File: src/ext_irq_defs.svh
`ifndef EXT_IRQ_DEFS_SVH
`define EXT_IRQ_DEFS_SVH

// Register indices; byte address is four times the index
`define IDX_FLAGS 10'h03c
`define IDX_MASK 10'h03d
`define IDX_TRIG 10'h069
`define IDX_VBASE 10'h075
`define IDX_GCTRL 10'h076

// Reset values
`define RST_FLAGS 2'h0
`define RST_MASK 2'h0
`define RST_TRIG 4'h0
`define RST_VBASE 8'h00
`define RST_GCTRL 2'h0

// Field positions
`define TRIG_PIN0_LSB 0
`define TRIG_PIN1_LSB 2
`define GCTRL_GIE_BIT 0
`define GCTRL_RELOC_BIT 1

// Relocation page shift
`define VBASE_SHIFT 8

`endif

File: src/ext_irq_pkg.sv
package ext_irq_pkg;

  // Trigger select encoding per pin
  typedef enum logic [1:0] {
    TRIG_LOW_LEVEL = 2'h0,
    TRIG_ANY_EDGE = 2'h1,
    TRIG_FALLING = 2'h2,
    TRIG_RISING = 2'h3
  } trigger_mode_t;

endpackage

File: src/ext_irq_vector_base.sv
`timescale 1ns/10ps
`include "ext_irq_defs.svh"
// Overview of operation
// - Relocate non-reset vectors into base-selected 256-byte page
// - Relocated address is base shifted 8 plus default
// - Two independent external interrupt sources, one per pin
// - Pin driven as output still raises interrupts
// - Low-level mode requests while enabled pin stays low
// - Edge detection runs only while I/O clock runs
// - Low-level wake detection is asynchronous, needs no clock
// - Only low-level detection wakes core in deep sleep
// - Pulses longer than one cycle trigger while I/O clock runs
// - Edges found by comparing pin samples, not clocking
// - Trigger control: pin0 bits 1:0, pin1 bits 3:2
// - Request needs global enable and pin mask bit
// - Trigger codes: low, any edge, falling, rising
// - Mask bit gates both interrupt and wake-up
module ext_irq_vector_base (
  input wire logic CORE_CLK,
  input wire logic SYS_RST,
  input wire logic PSEL,
  input wire logic PENABLE,
  input wire logic PWRITE,
  input wire logic [11:0] PADDR,
  input wire logic [31:0] PWDATA,
  output logic [31:0] PRDATA,
  output logic PREADY,
  output logic PSLVERR,
  input wire logic [1:0] EXT_IRQ_PIN,
  input wire logic IO_CLK_EN,
  input wire logic [1:0] IRQ_ACK,
  output logic [1:0] IRQ_REQ,
  output logic [1:0] WAKE_REQ,
  input wire logic [15:0] VEC_DEFAULT_ADDR,
  input wire logic VEC_IS_RESET,
  output logic [15:0] VEC_ADDR
);

  logic [1:0] pin_meta_reg;
  logic [1:0] pin_sync_reg;
  logic [1:0] pin_prev_reg;
  logic [1:0] flags_reg;
  logic [1:0] flags_next;
  logic [1:0] mask_reg;
  logic [3:0] trig_reg;
  logic [7:0] vbase_reg;
  logic [1:0] gctrl_reg;
  logic [31:0] rdata_reg;
  logic [15:0] vec_reg;
  logic [1:0] edge_event;
  logic [1:0] level_low;
  logic [1:0] async_low;
  logic [1:0] flag_clr;
  logic [9:0] idx;
  logic aligned;
  logic wr_en;
  logic rd_en;
  logic hit;

  // Trigger mode of one pin from the control field
  function automatic ext_irq_pkg::trigger_mode_t pin_mode(input logic [3:0] trig,
                                                          input int pin);
    pin_mode = ext_irq_pkg::trigger_mode_t'(trig[pin*2 +: 2]);
  endfunction

  // APB decode; every access completes in its first access cycle
  assign idx = PADDR[11:2];
  assign aligned = (PADDR[1:0] == 2'h0);
  assign hit = aligned && (idx == `IDX_FLAGS || idx == `IDX_MASK || idx == `IDX_TRIG ||
                           idx == `IDX_VBASE || idx == `IDX_GCTRL);
  assign wr_en = PSEL && PENABLE && PWRITE && hit;
  assign rd_en = PSEL && !PWRITE && hit;
  assign PREADY = 1'b1;
  assign PSLVERR = PSEL && PENABLE && !hit;
  assign PRDATA = rdata_reg;

  // Two-stage synchroniser for the pin levels
  always_ff @(posedge CORE_CLK) begin
    if (SYS_RST) begin
      pin_meta_reg <= 2'h3;
      pin_sync_reg <= 2'h3;
    end else begin
      pin_meta_reg <= EXT_IRQ_PIN;
      pin_sync_reg <= pin_meta_reg;
    end
  end

  // Previous sample, taken only on I/O clock ticks
  always_ff @(posedge CORE_CLK) begin
    if (SYS_RST) begin
      pin_prev_reg <= 2'h3;
    end else if (IO_CLK_EN) begin
      pin_prev_reg <= pin_sync_reg;
    end
  end

  // Edge detection by comparing samples, per pin
  always_comb begin
    for (int i = 0; i < 2; i++) begin
      level_low[i] = !pin_sync_reg[i];
      case (pin_mode(trig_reg, i))
        ext_irq_pkg::TRIG_ANY_EDGE: edge_event[i] = pin_sync_reg[i] ^ pin_prev_reg[i];
        ext_irq_pkg::TRIG_FALLING: edge_event[i] = !pin_sync_reg[i] && pin_prev_reg[i];
        ext_irq_pkg::TRIG_RISING: edge_event[i] = pin_sync_reg[i] && !pin_prev_reg[i];
        default: edge_event[i] = 1'b0;
      endcase
      edge_event[i] = edge_event[i] && IO_CLK_EN;
    end
  end

  // Flag clear sources: software write-one or core acknowledge
  always_comb begin
    flag_clr = IRQ_ACK;
    if (wr_en && idx == `IDX_FLAGS) begin
      flag_clr = flag_clr | PWDATA[1:0];
    end
  end

  // Pending flags, a new edge wins over a clear in the same cycle
  assign flags_next = (flags_reg & ~flag_clr) | edge_event;

  always_ff @(posedge CORE_CLK) begin
    if (SYS_RST) begin
      flags_reg <= `RST_FLAGS;
    end else begin
      flags_reg <= flags_next;
    end
  end

  // Software-written control registers
  always_ff @(posedge CORE_CLK) begin
    if (SYS_RST) begin
      mask_reg <= `RST_MASK;
      trig_reg <= `RST_TRIG;
      vbase_reg <= `RST_VBASE;
      gctrl_reg <= `RST_GCTRL;
    end else if (wr_en) begin
      case (idx)
        `IDX_MASK: mask_reg <= PWDATA[1:0];
        `IDX_TRIG: trig_reg <= PWDATA[3:0];
        `IDX_VBASE: vbase_reg <= PWDATA[7:0];
        `IDX_GCTRL: gctrl_reg <= PWDATA[1:0];
        default: mask_reg <= mask_reg;
      endcase
    end
  end

  // Read data, reserved bits read as zero
  always_ff @(posedge CORE_CLK) begin
    if (SYS_RST) begin
      rdata_reg <= 32'h0000_0000;
    end else if (rd_en) begin
      case (idx)
        `IDX_FLAGS: rdata_reg <= {30'h0000_0000, flags_reg};
        `IDX_MASK: rdata_reg <= {30'h0000_0000, mask_reg};
        `IDX_TRIG: rdata_reg <= {28'h000_0000, trig_reg};
        `IDX_VBASE: rdata_reg <= {24'h00_0000, vbase_reg};
        `IDX_GCTRL: rdata_reg <= {30'h0000_0000, gctrl_reg};
        default: rdata_reg <= 32'h0000_0000;
      endcase
    end else if (PSEL && !PENABLE) begin
      rdata_reg <= 32'h0000_0000;
    end
  end

  // Request to core: pending edge or held low level, gated by enables
  always_comb begin
    for (int i = 0; i < 2; i++) begin
      if (pin_mode(trig_reg, i) == ext_irq_pkg::TRIG_LOW_LEVEL) begin
        IRQ_REQ[i] = level_low[i];
      end else begin
        IRQ_REQ[i] = flags_reg[i];
      end
      IRQ_REQ[i] = IRQ_REQ[i] && mask_reg[i] && gctrl_reg[`GCTRL_GIE_BIT];
    end
  end

  // Clockless wake path straight from the pads, low-level mode only
  always_comb begin
    for (int i = 0; i < 2; i++) begin
      async_low[i] = !EXT_IRQ_PIN[i];
      WAKE_REQ[i] = async_low[i] && mask_reg[i] &&
                    (pin_mode(trig_reg, i) == ext_irq_pkg::TRIG_LOW_LEVEL);
    end
  end

  // Vector address, relocated into the selected page except for reset
  always_ff @(posedge CORE_CLK) begin
    if (SYS_RST) begin
      vec_reg <= 16'h0000;
    end else if (gctrl_reg[`GCTRL_RELOC_BIT] && !VEC_IS_RESET) begin
      vec_reg <= ({8'h00, vbase_reg} << `VBASE_SHIFT) + VEC_DEFAULT_ADDR;
    end else begin
      vec_reg <= VEC_DEFAULT_ADDR;
    end
  end

  assign VEC_ADDR = vec_reg;

endmodule // ext_irq_vector_base

File: config.mk
export PLATFORM = sky130hd
export DESIGN_NAME = ext_irq_vector_base
export DESIGN_NICKNAME = d
export VERILOG_FILES = /design/src/ext_irq_pkg.sv /design/src/ext_irq_vector_base.sv
export VERILOG_INCLUDE_DIRS = /design/src
export SDC_FILE = /design/constraint.sdc
export NUM_CORES = 1
export LEC_CHECK = 0
export BUFFER_PORTS_ARGS = -buffer_cell sky130_fd_sc_hd__buf_2
export CAP_MARGIN = 0
export CORE_ASPECT_RATIO = 0.5
export CORE_MARGIN = 8
export CORE_UTILIZATION = 42
export CTS_BUF_LIST = sky130_fd_sc_hd__clkbuf_8 sky130_fd_sc_hd__clkbuf_16
export DETAILED_ROUTE_END_ITERATION = 10
export PLACE_DENSITY = 0.77
export SYNTH_ARGS = -nofsm -noshare
export SYNTH_HDL_FRONTEND = slang
export SYNTH_SLANG_ARGS = --single-unit
File: constraint.sdc
create_clock -name CORE_CLK -period 2.1 [get_ports CORE_CLK]
set_input_delay 0.42 -clock CORE_CLK [delete_from_list [all_inputs] [get_ports CORE_CLK]]
set_output_delay 0.42 -clock CORE_CLK [all_outputs]
set_load 0.1 [all_outputs]
# Word-level counts from Yosys, hierarchy flattened
# Index checks and enable logic that the tools add are counted.
[word_totals]
word_cells = 83
out_inout_bits = 54
reg_bits = 72
input_bits = 71
[op_classes]
n_addsub = 1
n_reduce_logical = 46
bitwise_logic = 6
n_eq_ne = 11
muxes = 9
[ops]
columns = ["operator", "count"]
rows = [
  ["$mux 32", 2],
  ["$pmux 8 s5", 1],
  ["$eq 10x7->1 const B", 3],
  ["$logic_and 1x1->1", 24],
  ["$eq 10x6->1 const B", 2],
  ["$add 16x16->16", 1],
  ["$mux 16", 1],
  ["$logic_not 1->1", 10],
  ["$eq 2x2->1 const B", 4],
  ["$reduce_and 2->1", 4],
  ["$logic_not 2->1", 3],
  ["$pmux 1 s3", 2],
  ["$eq 2x1->1 const B", 2],
  ["$logic_or 1x1->1", 4],
  ["$or 2x2->2", 2],
  ["$and 2x2->2", 1],
  ["$mux 1", 2],
  ["$mux 2", 1],
  ["$not 2->2", 1],
  ["$reduce_bool 2->1", 1],
  ["$xor 1x1->1", 2],
]

# Longest topological paths before layout
[depth]
ltp_word = 12
depth_mapped = 9
ltp_nobuf = 9

# Worst setup path before layout
# OpenSTA, ideal clock, no wires.
[synth_timing]
path_kind = "reg-to-output"
from = "reg trig_reg[3]"
to = "out WAKE_REQ[1]"
arrival_ns = 3.574
slack_ns = -1.894
required_ns = 1.680
path_stages_with_launch = 3
path_cell_list = "dfxtp_1 clkbuf_1 nor4b_1"
[synth_between]
elab_chain_len = 2
[synth_rtl]
columns = ["element", "line_no", "rtl"]
rows = [
  ["from (decl)", "ext_irq_vector_base.sv:45", "logic [3:0] trig_reg;"],
  ["from (signal assigned)", "ext_irq_vector_base.sv:134", "trig_reg <= `RST_TRIG;"],
  ["from (signal assigned)", "ext_irq_vector_base.sv:140", "`IDX_TRIG: trig_reg <= PWDATA[3:0];"],
  ["$logic_not 2->1", "ext_irq_vector_base.sv:183", "(pin_mode(trig_reg, i) == ext_irq_pkg::TRIG_LOW_LEVEL);"],
  ["$logic_and 1x1->1", "ext_irq_vector_base.sv:182", "WAKE_REQ[i] = async_low[i] && mask_reg[i] &&"],
  ["to (decl)", "ext_irq_vector_base.sv:33", "output logic [1:0] WAKE_REQ,"],
]
# No other way between the ends.

# Worst setup path after layout
[layout_timing]
from = "in PADDR[6]"
to = "out PSLVERR"
[layout_between]
elab_chain_len = 8
[layout_rtl]
columns = ["element", "line_no", "rtl"]
rows = [
  ["from (decl)", "ext_irq_vector_base.sv:24", "input wire logic [11:0] PADDR,"],
  ["$eq 10x6->1", "-", ""],
  ["$logic_or 1x1->1 (no source line) (3 in a row)", "-", ""],
  ["$logic_or 1x1->1 (no source line) (*)", "-", ""],
  ["$logic_and 1x1->1 (*)", "ext_irq_vector_base.sv:69", "assign hit = aligned && (idx == `IDX_FLAGS || idx == `IDX_MASK || idx == `IDX_TRIG ||"],
  ["$logic_not 1->1 (*)", "ext_irq_vector_base.sv:74", "assign PSLVERR = PSEL && PENABLE && !hit;"],
  ["$logic_and 1x1->1 (*)", "ext_irq_vector_base.sv:74", ""],
  ["to (decl)", "ext_irq_vector_base.sv:28", "output logic PSLVERR,"],
]
# Mark *: on every way between the ends. The rest lies on a longest branch, timed or not.

==> impl_metrics.ini <==
[routing]
drc = 0
wl_microns = 6637
antenna_left = 0
vias_per_cell = 4.863
wl_per_cell_microns = 14.24
firstDrtPassIters = 5
drtIter0Drc = 128
vias = 2266

[finish]
nets = 461
fin_area_sq_mm = 0.003362
fill_cells = 534
largest_register_ffs = 16
final_layout_size_suffix_gt1_share_pct = 34.66
diodes = 0
synthToLayoutAreaGrowth_pct = 29.37

[logic_synthesis]
synth-seq-cells = 48
synth_edf_count = 0
yosysTopAreaCell = dfxtp_1
avgSynthCellArea_sq_um = 9.087
ys_top_cells_by_area = dfxtp_1 (37%), buf_4 (7.5%), mux2i_1 (7.3%)
async_reset_ff_share_pct = 0
synthFlopType = dfxtp_1
yosysWarnings = 0
synth_cells = 286
synth_area_sq_mm = 0.002599
synth.distinct_cells = 53
yosysSeqAreaShare_pct = 36.98
synth_top_area_share_pct = 36.98

[setup_path]
crit_slowest_cell = o22a_1
cp_data_required_time_ns = 1.68
cp.arrival_ns = 1.62
cp_max_fo = 2
worstPathCellList = buf_2 > nand4bb_1 > nor3_2 > o22a_1 > o2111ai_2 > and3_4 > buf_12
worst-setup-path-type = input port to output port
cp-start-kind = input port
cpPeakStageDelay_ns = 0.22
end_kind = output port
r2r_slack_ns = 0.10

[clocking]
clock_path_buffers = 2
cts_sinks = 48
root_buffer = clkbuf_16
cts_tree = yes
ctsHoldBuffers = 0
clkTransAtPathRegs_ns = 0.06
clkLatencyLatePin_ns = 0.29
cts.htree.levels = 2
cts_buffers = 5

[pwr]
peakVddDrop_uv = 335.3
cellPowerDensity_mw_per_mm2 = 656.5
p_leak_nw = 1.528
finalPower_mw = 2.207

[floorplanning]
core-area_sq_mm = 0.006031
start_util_pct = 43.09
die-area_sq_mm = 0.009113
die_x_microns = 127.2
row_count = 20
die_h_microns = 71.62
io_pins = 125

[outcome]
outcome = finished, final reports clean

[sta]
setup_violations = 0
tns_ns = 0
fmax_ghz = 0.4903
hold_slack_ns = 0.3481
relSlewSlack_pct = 65.74
slew_viol_final = 0
tightest_slew_ns = 0.5092
fin_ws_ns = 0.06055
fin_crit_sh_pct = 97.12
skew_ns = 0.005128
fin_crit_ns = 2.039
hold_viol_final = 0

[min_path]
min_path_type = input port to flop

[placed_design]
gp_congestion = 0.8038
place_ws_ns = -0.1872
placed_area_sq_mm = 0.003119
dp_hpwl_microns = 5066
portBuffers = 75

[grt]
grt_pass1_wl_microns = 10230
overflow = 0
antenna_found_initial = 0
track_usage_pct = 13.64
grt_pass1_vias = 2194
grt_max_degree = 18

[run]
max_cap_viol_count = 0
-- kinds of logic (layout without fill, tap and decap cells) --
group / after synthesis / count (layout) / synth area share (%)
compound gates: 48 / 48 / 13.58
xor+xnor: 3 / 3 / 1.011
fa+ha+maj: 12 / 12 / 6.066
buf+inv: 49 / 118 / 11.89
flops: 48 / 48 / 36.98
mux: 20 / 20 / 7.751
other cells: 2 / 25 / 0.2890
simple gates: 104 / 104 / 22.44
-- placed cells by master, fill, tap and decap left out, types with 3 or more instances in the layout --
cell type / synthesis / final
buf_2: 0 / 72
dfxtp_1: 48 / 45
nor2_1: 37 / 37
conb_1: 2 / 25
buf_4: 26 / 22
mux2i_1: 19 / 19
nand2_1: 14 / 14
inv_1: 13 / 13
nor2b_1: 12 / 11
a21oi_1: 10 / 9
ha_1: 11 / 7
a22o_1: 6 / 6
o21ai_0: 7 / 5
and3_1: 6 / 5
clkbuf_16: 0 / 5
nor3_1: 5 / 4
a22oi_1: 4 / 4
or2_2: 4 / 4
ha_4: 0 / 4
and2_1: 3 / 3
o211ai_1: 3 / 3
nand2b_1: 3 / 3
nand3_1: 3 / 3
xnor2_1: 3 / 3
dfxtp_2: 0 / 3
-- per-stage QoR --
step,util (%),std cells
2_1_floorplan,-,309
3_3_place_gp,51.72,458
3_5_place_dp,51.72,458
4_1_cts,54.07,465
5_1_grt,55.75,466
6_report,55.75,466
-- where the power goes --
part / total, mW / switching, mW / internal [mW]
sequential: 0.940 / 0.00705 / 0.932
combinational: 0.514 / 0.417 / 0.0972
clock: 0.754 / 0.325 / 0.428
total: 2.21 / 0.749 / 1.46
-- area by class of cell --
| cell class | instances | area [sq um] | share of cell area, % |
|---|---|---|---|
| Sequential cell | 48 | 964.7 | 28.69 |
| Clock buffer | 5 | 125.1 | 3.722 |
| Inverter | 13 | 48.80 | 1.451 |
| Timing Repair Buffer | 98 | 580.6 | 17.27 |
| Tap cell | 88 | 110.1 | 3.275 |
| Multi-Input combinational cell | 212 | 1524 | 45.33 |
| Clock inverter | 2 | 8.758 | 0.2605 |
-- worst max-delay path, delay by kind of cell --
kind / cells / cell delay (ns)
AO/OA/AOI/OAI: 2 / 0.34
AND/OR/NAND/NOR: 3 / 0.58
buffers and inverters: 2 / 0.28
-- cell usage after synthesis, types with 2 or more instances --
cell        n
a211oi_1    2
a21oi_1    10
a221oi_1    2
a22o_1      6
a22oi_1     4
a32oi_1     2
and2_1      3
and3_1      6
buf_4      26
buf_6       3
clkbuf_1    4
conb_1      2
dfxtp_1    48
ha_1       11
inv_1      13
mux2i_1    19
nand2_1    14
nand2b_1    3
nand3_1     3
nor2_1     37
nor2b_1    12
nor3_1      5
nor4b_1     4
o2111ai_1   3
o211ai_1    3
o21ai_0     7
o31ai_1     2
o41ai_2     2
or2_2       4
xnor2_1     3
-- per-layer routing --
layer  routed length, microns  GRT usage (%)  part of all wire (%)
met1                     2962          16.51                    45
met2                     3152          22.95                    47
met3                      429          3.775                   6.5
met4                       93          4.706                   1.4
met5                        0              0                     0
-- timing repair --
item | CTS | global route
pin swaps | 0 | 10
cloned | 0 | 0
resized for setup | 3 | 21
endpoints found under the setup margin | 2 | 5
setup buffers | 0 | 1
-- final timing paths --
path / startpoint / end / depth (start not counted)
setup / recovery: PADDR[6] / PSLVERR / 7
hold / removal: VEC_DEFAULT_ADDR[2] / VEC_ADDR[2] / 2
setup reg to reg: vbase_reg[0] / VEC_ADDR[14] / 9
hold reg to reg: pin_meta_reg[0] / pin_sync_reg[0] / 1
Power figures use the tool's default switching activity.
